==> src/rtl/cdc_clock_dist_regs.vh <==
// Register offsets, field positions, reset values and mode codes of the clock distribution setup
`ifndef CDC_CLOCK_DIST_REGS_VH
`define CDC_CLOCK_DIST_REGS_VH

`define CDC_ADDR_IFACE_CLK 6'h01
`define CDC_ADDR_TX_PATH 6'h13
`define CDC_ADDR_CLK_SRC 6'h15
`define CDC_ADDR_AUX_SRC 6'h16
`define CDC_ADDR_STATUS 6'h17

`define CDC_RST_IFACE_CLK 8'h00
`define CDC_RST_TX_PATH 8'h00
`define CDC_RST_CLK_SRC 8'h00
`define CDC_RST_AUX_SRC 8'h00

// interface_clock_setup
`define CDC_MODE_MSB 7
`define CDC_MODE_LSB 5
`define CDC_AUX_CLK_EN_BIT 2
`define CDC_DCLK_INV_BIT 1
// transmit_path_setup
`define CDC_TX_FALL_BIT 5
`define CDC_INTERP_MSB 1
`define CDC_INTERP_LSB 0
// clock_source_setup
`define CDC_PLL_BYPASS_BIT 7
`define CDC_ADC_HALVE_BIT 5
`define CDC_SHARED_BIT 4
`define CDC_DIV5_BIT 3
`define CDC_MULT_MSB 2
`define CDC_MULT_LSB 0
// aux_output_source
`define CDC_AUX_SRC_BIT 5

// Timing mode field codes
`define CDC_TMODE_DEFAULT 3'h0
`define CDC_TMODE_OPTIONAL 3'h1
`define CDC_TMODE_CLONE 3'h2

// Interpolation codes
`define CDC_INTERP_X1 2'h0
`define CDC_INTERP_X2 2'h1
`define CDC_INTERP_X4 2'h2

// Clock mode numbers reported on o_clock_mode
`define CDC_CM_FULL 4'h1
`define CDC_CM_FULL_OPT 4'h2
`define CDC_CM_WIDE 4'h4
`define CDC_CM_WIDE_OPT 4'h5
`define CDC_CM_NARROW 4'h7
`define CDC_CM_NARROW_OPT 4'h8
`define CDC_CM_CLONE 4'ha

`endif

==> src/rtl/cdc_clock_dist.v <==
// Clock distribution configuration, rate selection and interface pin formatter
//
// Notes on behaviour
// - Mode field default 000 gives modes 1/4/7
// - Mode field selects optional modes 2/5/8/10
// - Half duplex: role pin is input, sets direction
// - Mode 1/2 pin functions; 2/5/8 tie references
// - Half duplex/clone: data clock follows direction
// - Converter update rate is tx_ref times multiplier
// - Plain tx data clock: update rate over interpolation
// - Interleaved tx data clock: twice that rate
// - Normal timing: rx clock is rx_ref, maybe halved
// - Alternate timing: rx clock is multiplied tx_ref
// - Aux clock continuous, rx_ref or update rate
// - Aux enable bit gates clock, inverts in full duplex
// - Aux source clear selects buffered reference
// - Data clock invert bit inverts data clock pin
// - Tx latch edge select: rising or falling edge
// - Interpolation field sets one, two or four
// - Bypass bit skips the multiplier
// - Halve bit halves converter clock
// - Shared timing bit picks rx path source
// - Divide-by-five bit divides multiplier output
// - Multiplier code 000..100 gives 1..16 times
// - Aux source set selects buffered multiplier clock in half duplex only
// - Alternate timing drives both paths from multiplier
`timescale 1ns/100ps
`include "cdc_clock_dist_regs.vh"

module cdc_clock_dist (
    input wire i_sys_clk,
    input wire i_arst_n,
    input wire [5:0] i_reg_addr,
    input wire [7:0] i_reg_wdata,
    input wire i_reg_wr,
    output reg [7:0] o_reg_rdata,
    input wire i_duplex_select,
    input wire i_half_duplex_width_select,
    input wire i_tx_clk_tap,
    input wire i_rx_clk_tap,
    input wire i_buffered_rx_ref,
    input wire i_pll_clk_tap,
    input wire i_transmit_frame_marker,
    input wire i_receive_frame_marker,
    input wire i_port_role_pin,
    output reg o_port_role_pin,
    output reg o_port_role_pin_oe,
    output reg o_aux_sync_clock_pin,
    output reg o_aux_sync_clock_pin_oe,
    output reg o_data_clock_pin,
    output reg [3:0] o_clock_mode,
    output reg o_tx_active,
    output reg o_refs_tied,
    output reg o_tx_interleaved,
    output reg o_interp_fault,
    output reg o_tx_latch_falling,
    output reg [1:0] o_interp_rate,
    output reg o_pll_bypass,
    output reg [4:0] o_pll_mult,
    output reg o_divide_by_five_enable,
    output reg o_adc_halve,
    output reg o_rx_from_pll,
    output reg [5:0] o_tx_clk_num,
    output reg [4:0] o_tx_clk_den,
    output reg [4:0] o_rx_clk_num,
    output reg [3:0] o_rx_clk_den
);

    reg [7:0] iface_clk_reg;
    reg [7:0] tx_path_reg;
    reg [7:0] clk_src_reg;
    reg [7:0] aux_src_reg;
    // Tap order: tx clk, rx clk, buffered ref, pll clk, tx frame, rx frame, role pin
    reg [6:0] sync1_reg;
    reg [6:0] sync2_reg;

    wire [2:0] tmode;
    wire aux_en;
    wire dclk_inv;
    wire [1:0] interp_code;
    wire [2:0] mult_code;
    wire s_tx_clk;
    wire s_rx_clk;
    wire s_ref_clk;
    wire s_pll_clk;
    wire s_tx_frame;
    wire s_rx_frame;
    wire s_role;

    reg [3:0] mode_next;
    reg [4:0] mult_next;
    reg [2:0] interp_next;
    reg full_duplex;
    reg interleaved;
    reg tied;

    assign tmode = iface_clk_reg[`CDC_MODE_MSB:`CDC_MODE_LSB];
    assign aux_en = iface_clk_reg[`CDC_AUX_CLK_EN_BIT];
    assign dclk_inv = iface_clk_reg[`CDC_DCLK_INV_BIT];
    assign interp_code = tx_path_reg[`CDC_INTERP_MSB:`CDC_INTERP_LSB];
    assign mult_code = clk_src_reg[`CDC_MULT_MSB:`CDC_MULT_LSB];
    assign s_tx_clk = sync2_reg[0];
    assign s_rx_clk = sync2_reg[1];
    assign s_ref_clk = sync2_reg[2];
    assign s_pll_clk = sync2_reg[3];
    assign s_tx_frame = sync2_reg[4];
    assign s_rx_frame = sync2_reg[5];
    assign s_role = sync2_reg[6];

    // Register writes; status is read only and ignores writes
    always @(posedge i_sys_clk or negedge i_arst_n)
    begin
        if (!i_arst_n)
        begin
            iface_clk_reg <= `CDC_RST_IFACE_CLK;
            tx_path_reg <= `CDC_RST_TX_PATH;
            clk_src_reg <= `CDC_RST_CLK_SRC;
            aux_src_reg <= `CDC_RST_AUX_SRC;
        end
        else if (i_reg_wr)
        begin
            case (i_reg_addr)
                `CDC_ADDR_IFACE_CLK: iface_clk_reg <= i_reg_wdata;
                `CDC_ADDR_TX_PATH: tx_path_reg <= i_reg_wdata;
                `CDC_ADDR_CLK_SRC: clk_src_reg <= i_reg_wdata;
                `CDC_ADDR_AUX_SRC: aux_src_reg <= i_reg_wdata;
                default: iface_clk_reg <= iface_clk_reg;
            endcase
        end
    end

    always @(posedge i_sys_clk or negedge i_arst_n)
    begin
        if (!i_arst_n)
            o_reg_rdata <= 8'h00;
        else
        begin
            case (i_reg_addr)
                `CDC_ADDR_IFACE_CLK: o_reg_rdata <= iface_clk_reg;
                `CDC_ADDR_TX_PATH: o_reg_rdata <= tx_path_reg;
                `CDC_ADDR_CLK_SRC: o_reg_rdata <= clk_src_reg;
                `CDC_ADDR_AUX_SRC: o_reg_rdata <= aux_src_reg;
                `CDC_ADDR_STATUS: o_reg_rdata <= {o_interp_fault, o_tx_active,
                    o_tx_interleaved, o_refs_tied, o_clock_mode};
                default: o_reg_rdata <= 8'h00;
            endcase
        end
    end

    // Pin taps come from other clocks; sampling at 125 MHz only suits slow
    // references, fast taps alias and are a visibility aid, not a clock path
    always @(posedge i_sys_clk or negedge i_arst_n)
    begin
        if (!i_arst_n)
        begin
            sync1_reg <= 7'h00;
            sync2_reg <= 7'h00;
        end
        else
        begin
            sync1_reg <= {i_port_role_pin, i_receive_frame_marker, i_transmit_frame_marker,
                i_pll_clk_tap, i_buffered_rx_ref, i_rx_clk_tap, i_tx_clk_tap};
            sync2_reg <= sync1_reg;
        end
    end

    // Clock mode decode; unused field codes fall back to the default mode
    always @*
    begin
        full_duplex = i_duplex_select;
        mode_next = `CDC_CM_FULL;
        if (full_duplex)
        begin
            if (tmode == `CDC_TMODE_OPTIONAL)
                mode_next = `CDC_CM_FULL_OPT;
            else
                mode_next = `CDC_CM_FULL;
        end
        else if (tmode == `CDC_TMODE_CLONE)
            mode_next = `CDC_CM_CLONE;
        else if (i_half_duplex_width_select)
            mode_next = (tmode == `CDC_TMODE_OPTIONAL) ? `CDC_CM_NARROW_OPT : `CDC_CM_NARROW;
        else
            mode_next = (tmode == `CDC_TMODE_OPTIONAL) ? `CDC_CM_WIDE_OPT : `CDC_CM_WIDE;
        tied = (mode_next == `CDC_CM_FULL_OPT) || (mode_next == `CDC_CM_WIDE_OPT) ||
            (mode_next == `CDC_CM_NARROW_OPT);
        interleaved = (mode_next == `CDC_CM_FULL) || (mode_next == `CDC_CM_FULL_OPT) ||
            (mode_next == `CDC_CM_NARROW) || (mode_next == `CDC_CM_NARROW_OPT) ||
            (mode_next == `CDC_CM_CLONE);
    end

    // Multiplier and interpolation factors
    always @*
    begin
        mult_next = 5'h01;
        if (!clk_src_reg[`CDC_PLL_BYPASS_BIT])
        begin
            case (mult_code)
                3'h0: mult_next = 5'h01;
                3'h1: mult_next = 5'h02;
                3'h2: mult_next = 5'h04;
                3'h3: mult_next = 5'h08;
                3'h4: mult_next = 5'h10;
                default: mult_next = 5'h01;
            endcase
        end
        case (interp_code)
            `CDC_INTERP_X2: interp_next = 3'h2;
            `CDC_INTERP_X4: interp_next = 3'h4;
            default: interp_next = 3'h1;
        endcase
    end

    // Rate ratios, each relative to its reference input
    always @(posedge i_sys_clk or negedge i_arst_n)
    begin
        if (!i_arst_n)
        begin
            o_clock_mode <= `CDC_CM_FULL;
            o_refs_tied <= 1'b0;
            o_tx_interleaved <= 1'b0;
            o_interp_fault <= 1'b0;
            o_tx_latch_falling <= 1'b0;
            o_interp_rate <= 2'h0;
            o_pll_bypass <= 1'b0;
            o_pll_mult <= 5'h01;
            o_divide_by_five_enable <= 1'b0;
            o_adc_halve <= 1'b0;
            o_rx_from_pll <= 1'b0;
            o_tx_clk_num <= 6'h01;
            o_tx_clk_den <= 5'h01;
            o_rx_clk_num <= 5'h01;
            o_rx_clk_den <= 4'h1;
        end
        else
        begin
            o_clock_mode <= mode_next;
            o_refs_tied <= tied;
            o_tx_interleaved <= interleaved;
            // Interleaved data without interpolation is a setup error by software
            o_interp_fault <= interleaved && (interp_next == 3'h1);
            o_tx_latch_falling <= tx_path_reg[`CDC_TX_FALL_BIT];
            o_interp_rate <= interp_code;
            o_pll_bypass <= clk_src_reg[`CDC_PLL_BYPASS_BIT];
            o_pll_mult <= mult_next;
            o_divide_by_five_enable <= clk_src_reg[`CDC_DIV5_BIT];
            o_adc_halve <= clk_src_reg[`CDC_ADC_HALVE_BIT];
            o_rx_from_pll <= clk_src_reg[`CDC_SHARED_BIT];
            o_tx_clk_num <= interleaved ? {mult_next, 1'b0} : {1'b0, mult_next};
            o_tx_clk_den <= clk_src_reg[`CDC_DIV5_BIT] ? (interp_next * 5'h05) :
                {2'h0, interp_next};
            if (clk_src_reg[`CDC_SHARED_BIT])
            begin
                o_rx_clk_num <= mult_next;
                o_rx_clk_den <= (clk_src_reg[`CDC_DIV5_BIT] ? 4'h5 : 4'h1) <<
                    clk_src_reg[`CDC_ADC_HALVE_BIT];
            end
            else
            begin
                o_rx_clk_num <= 5'h01;
                o_rx_clk_den <= clk_src_reg[`CDC_ADC_HALVE_BIT] ? 4'h2 : 4'h1;
            end
        end
    end

    // Output clock formatter for the three interface pins
    always @(posedge i_sys_clk or negedge i_arst_n)
    begin
        if (!i_arst_n)
        begin
            o_port_role_pin <= 1'b0;
            o_port_role_pin_oe <= 1'b0;
            o_aux_sync_clock_pin <= 1'b0;
            o_aux_sync_clock_pin_oe <= 1'b0;
            o_data_clock_pin <= 1'b0;
            o_tx_active <= 1'b0;
        end
        else if (full_duplex)
        begin
            o_port_role_pin <= s_tx_frame;
            o_port_role_pin_oe <= 1'b1;
            o_tx_active <= 1'b1;
            // Aux pin always drives in full duplex; the enable bit inverts it
            o_aux_sync_clock_pin_oe <= 1'b1;
            if (mode_next == `CDC_CM_FULL_OPT)
                o_aux_sync_clock_pin <= s_rx_frame ^ aux_en;
            else
                o_aux_sync_clock_pin <= s_ref_clk ^ aux_en;
            o_data_clock_pin <= s_tx_clk ^ dclk_inv;
        end
        else
        begin
            // Role pin is released so the back end can drive it
            o_port_role_pin <= 1'b0;
            o_port_role_pin_oe <= 1'b0;
            o_tx_active <= s_role;
            o_aux_sync_clock_pin_oe <= aux_en;
            if (!aux_en)
                o_aux_sync_clock_pin <= 1'b0;
            else if (aux_src_reg[`CDC_AUX_SRC_BIT])
                o_aux_sync_clock_pin <= s_pll_clk;
            else
                o_aux_sync_clock_pin <= s_ref_clk;
            o_data_clock_pin <= (s_role ? s_tx_clk : s_rx_clk) ^ dclk_inv;
        end
    end

endmodule // cdc_clock_dist

==> config.mk <==
export PLATFORM = sky130hd
export DESIGN_NAME = cdc_clock_dist
export DESIGN_NICKNAME = d
export VERILOG_FILES = /design/src/rtl/cdc_clock_dist.v
export VERILOG_INCLUDE_DIRS = /design/src /design/src/rtl
export SDC_FILE = /design/constraint.sdc
export NUM_CORES = 1
export LEC_CHECK = 0
export BUFFER_PORTS_ARGS = -buffer_cell sky130_fd_sc_hd__buf_2
export CAP_MARGIN = 20
export CORE_MARGIN = 5
export CORE_UTILIZATION = 53
export DETAILED_ROUTE_END_ITERATION = 7
export PLACE_DENSITY = 0.78
export SETUP_SLACK_MARGIN = 0.05
export SLEW_MARGIN = 20
export SYNTH_ARGS = -nofsm -noshare
export SYNTH_HDL_FRONTEND = slang
export SYNTH_SLANG_ARGS = --single-unit
==> constraint.sdc <==
create_clock -name i_sys_clk -period 2.28 [get_ports i_sys_clk]
set_input_delay 0.684 -clock i_sys_clk [delete_from_list [all_inputs] [get_ports i_sys_clk]]
set_output_delay 0.684 -clock i_sys_clk [all_outputs]
set_load 0.02 [all_outputs]
==> impl_metrics.toml, run 1 <==
[power]
power_density_mw_per_mm2 = 854.9
power.total_mw = 3.829
p_leak_nw = 2.335
ir_drop_v = 0.0005015

[worst_setup_path]
cp_max_fo = 8
ff2ff_setup_slack_ns = 0.38
r2r_start = "iface_clk_reg[6]"
end_kind = "flop"
cp.required_ns = 2.55
arrival_ns = 2.17
rr_endpoint = "o_tx_clk_num[4]"
crit_type = "reg2reg"
rr_worst_depth = 7
cp-start-kind = "flop"

[sta]
maxSlewViolCount = 0
max_freq_mhz = 527.5
fin_crit_ns = 1.896
period_share = 0.8314
rsz0062_at_grt = "false"
relSlewSlack = 0.7027
timing.hold.ws_ns = 0.2679
skew_ns = 0.006923
tns_ns = 0
tightest_slew_ns = 0.4459
hold_viol = 0
setup_viol_count_final = 0

[clock_tree]
cts.sinks = 98
post-cts-setup-buffers = 0
cts.htree.levels = 3
clockRootBuffer = "clkbuf_8"
cts.hold.buffers_added = 0
clk_pin_slew_ns = 0.09
clkLatencyLatePin_ns = 0.35
cts_buffer_depth = 2
numCtsBuffers = 9
cts_resized = 0
cts_tree = "done"

[run_status]
status = "completed"

[die]
fp.dieH_um = 93.43
io_pins = 79
core_mm2 = 0.006794
fp.dieArea_mm2 = 0.008728
std_cell_rows = 30
die_x_um = 93.43
start_util = 0.5429

[cells_and_area]
finalInstanceArea_mm2 = 0.004479
nFillCells = 499
regArea_mm2 = 0.002460
nNetsFinal = 374
antenna_cells = 0
synthToLayoutAreaGrowth_pct = 21.44
drive_gt1_frac = 0.4524
multi_input_area_mm2 = 0.001169
final_core_util = 0.6593

[global_route]
grt_max_degree = 40
track_usage = 0.1796
antenna_found_initial = 0
overflow = 0
grt_pass1_vias = 2320
grt_pass1_wl_mm = 11.83

[synthesis]
synth_top_area_frac = 0.6242
syn-mean-instance-area_um2 = 14.87
syn_nets = 280
yosysWarnings = 0
synth_area_leaders = "dfrtp_1 62%, mux2_2 7.9%, dfstp_2 4.3%, a22oi_1 3.3%, mux2_4 3.3%"
yosysSeqAreaShare = 0.6669
synth_cell_types = 35
synth.cell_area_mm2 = 0.003689
synth_seq_cells = 98
synth_top_area_cell = "dfrtp_1"
postSynthCellCount = 248

[placed_design]
dpl.hpwl_mm = 5.121
placed_area_mm2 = 0.004259
gp_congestion = 0.8167
port_buffers = 78

[route]
dr_total_vias = 2256
firstDrtPassIters = 4
drtIter0Drc = 90
routedWlPerCell_um = 16.09
drt-total-wl_mm = 7.127
drc_errors = 0
ant_nets = 0
via_per_inst = 5.093

[flow_run]
drv_cap = 0

[hold_path]
hold_path.class = "in2async"
[where the power goes]
group / total [mW] / leakage, nW / internal, mW / switching (mW)
combinational: 0.576 / 0.973 / 0.236 / 0.340
clock: 1.21 / 0.103 / 0.649 / 0.558
sequential: 2.05 / 1.26 / 1.94 / 0.111
total: 3.83 / 2.33 / 2.82 / 1.01
[area by class of cell]
cell class                 count  area share
multi-input combinational    136      0.2609
clock buffer                  12     0.03240
tap                           96     0.02682
timing repair buffer          87      0.1056
sequential                    98      0.5492
clock inverter                 4     0.01676
inverter                      10    0.008380
[cells in the final DEF (no fill, tap or decap), drive strengths merged]
master / count
nor2: 14
o21a: 1
or2b: 1
dfstp: 6
or2: 4
a22oi: 16
xor2: 2
nand3b: 2
nand4b: 1
nor3: 1
ha: 6
inv: 10
a211oi: 1
nand4bb: 1
bufinv: 2
mux2: 34
dfrtp: 92
nor3b: 3
buf: 87
xnor2: 1
nand2: 18
nand3: 9
o31ai: 1
clkinvlp: 2
mux2i: 7
clkbuf: 12
or4: 1
nor2b: 2
o21ai: 1
and2: 9
[per-layer routing]
| metal | GRT usage | share of wire |
|---|---|---|
| met3 | 0.03379 | 0.059 |
| met1 | 0.2320 | 0.42 |
| met5 | 0 | 0 |
| met4 | 0.08425 | 0.026 |
| met2 | 0.2930 | 0.50 |
[cells by family (layout without fill, tap and decap cells)]
| kind of cell | Yosys count | after routing | share of synthesized area |
|---|---|---|---|
| adders and majority gates | 6 | 6 | 0.02035 |
| xor gates and xnor gates | 3 | 3 | 0.007125 |
| muxes | 41 | 41 | 0.1309 |
| DFF | 98 | 98 | 0.6669 |
| and+or+nand+nor | 66 | 66 | 0.1150 |
| buffers and inverters | 14 | 113 | 0.01628 |
| AOI/OAI and AO/OA | 20 | 20 | 0.04342 |
[cell usage after synthesis, drive strengths merged]
cell and count:
dfrtp 92, mux2 34, nand2 18, a22oi 16, nor2 14, inv 10
and2 9, nand3 9, mux2i 7, dfstp 6, ha 6, or2 4
nor3b 3, buf 2, clkbuf 2, nand3b 2, nor2b 2, xor2 2
a211oi 1, nand4b 1, nand4bb 1, nor3 1, o21a 1, o21ai 1
o31ai 1, or2b 1, or4 1, xnor2 1
[worst max-delay path by stage]
stage,startpoint,cells after the start,slack [ns],endpoint
2_1_floorplan,i_reg_addr[5],5,0.27,aux_src_reg[0]
5_1_grt,iface_clk_reg[6],8,0.23,o_tx_clk_num[4]
3_5_place_dp,i_reg_addr[5],5,0.09,aux_src_reg[0]
4_1_cts,iface_clk_reg[6],7,0.40,o_tx_clk_num[4]
6_report,iface_clk_reg[6],7,0.38,o_tx_clk_num[4]
3_3_place_gp,i_reg_addr[5],5,0.14,aux_src_reg[0]
[per-stage QoR]
stage	setup WS, ns	instances
2_1_floorplan	0.2712	248
4_1_cts	0.4046	443
3_3_place_gp	0.1394	427
3_5_place_dp	0.08668	427
5_1_grt	0.2276	443
6_report	0.3844	443
[worst max-delay path: stages, from the launching register on]
cell and delay [ns]:
dfrtp_1 0.42, nor2_1 0.11, nand2_1 0.11, ha_1 0.32, and2_1 0.21, a211oi_4 0.20
buf_4 0.22, mux2i_1 0.21
Power figures use the tool's default switching activity.
==> run 2, diff against run 1 <==
clock period = 2 ns   (was 2.28 ns; I/O delays follow)
==> run 2 against run 1 <==
  * Non-clock buffer count up 3
  * Final cell count up 0.68%
  * Critical path depth up 1
  * Global-route usage down 0.27 points
  * Count of clock-buffer cells in the layout down 2
  * Core utilization up 1.1 points
  * Clock power up 12%
  * Die area unchanged
  * Largest cell class unchanged
  * Wire length down 0.18%
  * Sequential power up 14%
==> impl_metrics.toml, run 2 (synthesis results as in run 1) <==
[route]
drt-total-wl_mm = 7.114
dr_total_vias = 2224
wl_met1_mm = 2.909
top_layer = "met4"
met3_length_um = 443
firstDrtPassIters = 4
routedWlPerCell_um = 15.95
ant_nets = 0
drtIter0Drc = 101
wl_met2_mm = 3.632
via_per_inst = 4.987
drc_errors = 0

[sta]
tns_ns = 0
skew_ns = 0.008345
max_freq_mhz = 540.1
relSlewSlack = 0.7360
tightest_slew_ns = 0.3960
period_share = 0.9257
hold_viol = 0
fin_crit_ns = 1.851
maxSlewViolCount = 0
setup_viol_count_final = 0
rsz0062_at_grt = "false"

[cells_and_area]
antenna_cells = 0
drive_gt1_frac = 0.4657
nNetsFinal = 377
layout_commonest_cell = "dfrtp_1"
layout_common_cells = "92 x dfrtp_1, 77 x buf_2, 26 x mux2_2"
synthToLayoutAreaGrowth_pct = 23.44
regArea_mm2 = 0.002460
multi_input_area_mm2 = 0.001184
stdcell_count = 446
final_core_util = 0.6702
nFillCells = 496

[power]
power.total_mw = 4.377
p_leak_nw = 2.356
power_density_mw_per_mm2 = 961.4
ir_drop_v = 0.0006313

[clock_tree]
clockRootBuffer = "clkbuf_8"
cts.sinks = 98
cts_tree = "done"
numCtsBuffers = 9
cts_buffer_depth = 2
clk_pin_slew_ns = 0.09
cts.htree.levels = 3
clkLatencyLatePin_ns = 0.36

[placed_design]
port_buffers = 78
dp.cells = 429
gp_congestion = 0.7826
dpl.hpwl_mm = 4.991

[die]
fp.dieArea_mm2 = 0.008728
std_cell_rows = 30
start_util = 0.5429
fp.dieH_um = 93.43
io_pins = 79
core_mm2 = 0.006794
die_x_um = 93.43

[global_route]
grt_pass1_vias = 2305
grt_max_degree = 36
overflow = 0
grt_pass1_wl_mm = 11.56
antenna_found_initial = 0
track_usage = 0.1769

[worst_setup_path]
r2r_start = "iface_clk_reg[6]"
cp-start-kind = "flop"
end_kind = "flop"
arrival_ns = 2.13
crit_type = "reg2reg"
rr_worst_depth = 8
rr_endpoint = "o_tx_clk_num[2]"
cp_max_fo = 8
cp.required_ns = 2.28
ff2ff_setup_slack_ns = 0.15

[flow_run]
drv_cap = 0

[hold_path]
hold_path.class = "in2async"

[run_status]
status = "completed"
[run 2: cell count changes in the layout (fill, tap and decap cells not counted), sizes merged]
cell	before	now
buf	87	90
inv	10	11
clkbuf	12	10
clkinvlp	2	3
[run 2: worst max path at each step]
| stage | slack [ns] | cells after the start | from | to |
|---|---|---|---|---|
| after floorplan | 0.08 | 5 | i_reg_addr[5] | aux_src_reg[0] |
| after global placement | 0.04 | 5 | i_reg_addr[3] | iface_clk_reg[6] |
| after detailed placement | 0.02 | 5 | i_reg_addr[3] | iface_clk_reg[5] |
| after CTS | 0.13 | 7 | iface_clk_reg[7] | o_tx_clk_num[2] |
| after global routing | 0.01 | 8 | iface_clk_reg[6] | o_tx_clk_num[3] |
| final | 0.15 | 8 | iface_clk_reg[6] | o_tx_clk_num[2] |
[run 2: metal layers]
metal  vias up  global-route usage
met4         0             0.06349
met5         -                   0
met3        11             0.04425
met1      1102              0.2202
li1       1042                   -
met2        69              0.2990
[run 2: report_power, final]
part	internal [mW]	switching (mW)
combinational	0.288	0.392
sequential	2.21	0.126
clock	0.708	0.656
[run 2: final cells by class]
class | instances | area share
clock inverters | 6 | 0.02006
inverters | 10 | 0.008244
clock buffers | 10 | 0.02803
multi-input cells | 136 | 0.2600
repair buffers | 90 | 0.1171
well taps | 96 | 0.02638
flip-flops and latches | 98 | 0.5403
[run 2: worst max-delay path, stage by stage (launching register included)]
cell      delay, ns
dfrtp_1        0.41
nor2_1         0.11
nand2_1        0.13
inv_1          0.15
ha_2           0.24
nor2_1         0.10
a211oi_4       0.28
buf_12         0.17
mux2i_1        0.19
[run 2: through the flow]
step           cell area (um^2)  hold WS [ns]  worst slack, ns
3_3_place_gp               4312        0.3311          0.04259
6_report                   4553        0.1614           0.1485
4_1_cts                    4531        0.1623           0.1301
5_1_grt                    4553        0.1738          0.01075
2_1_floorplan              3689        0.3044          0.07519
3_5_place_dp               4312        0.3355          0.01595
[run 2: repair_timing]
action                                  in CTS  in global routing
hold buffers                                 0                  0
endpoints found under the setup margin       0                  3
resized for setup                            0                  2
setup buffers                                0                  1
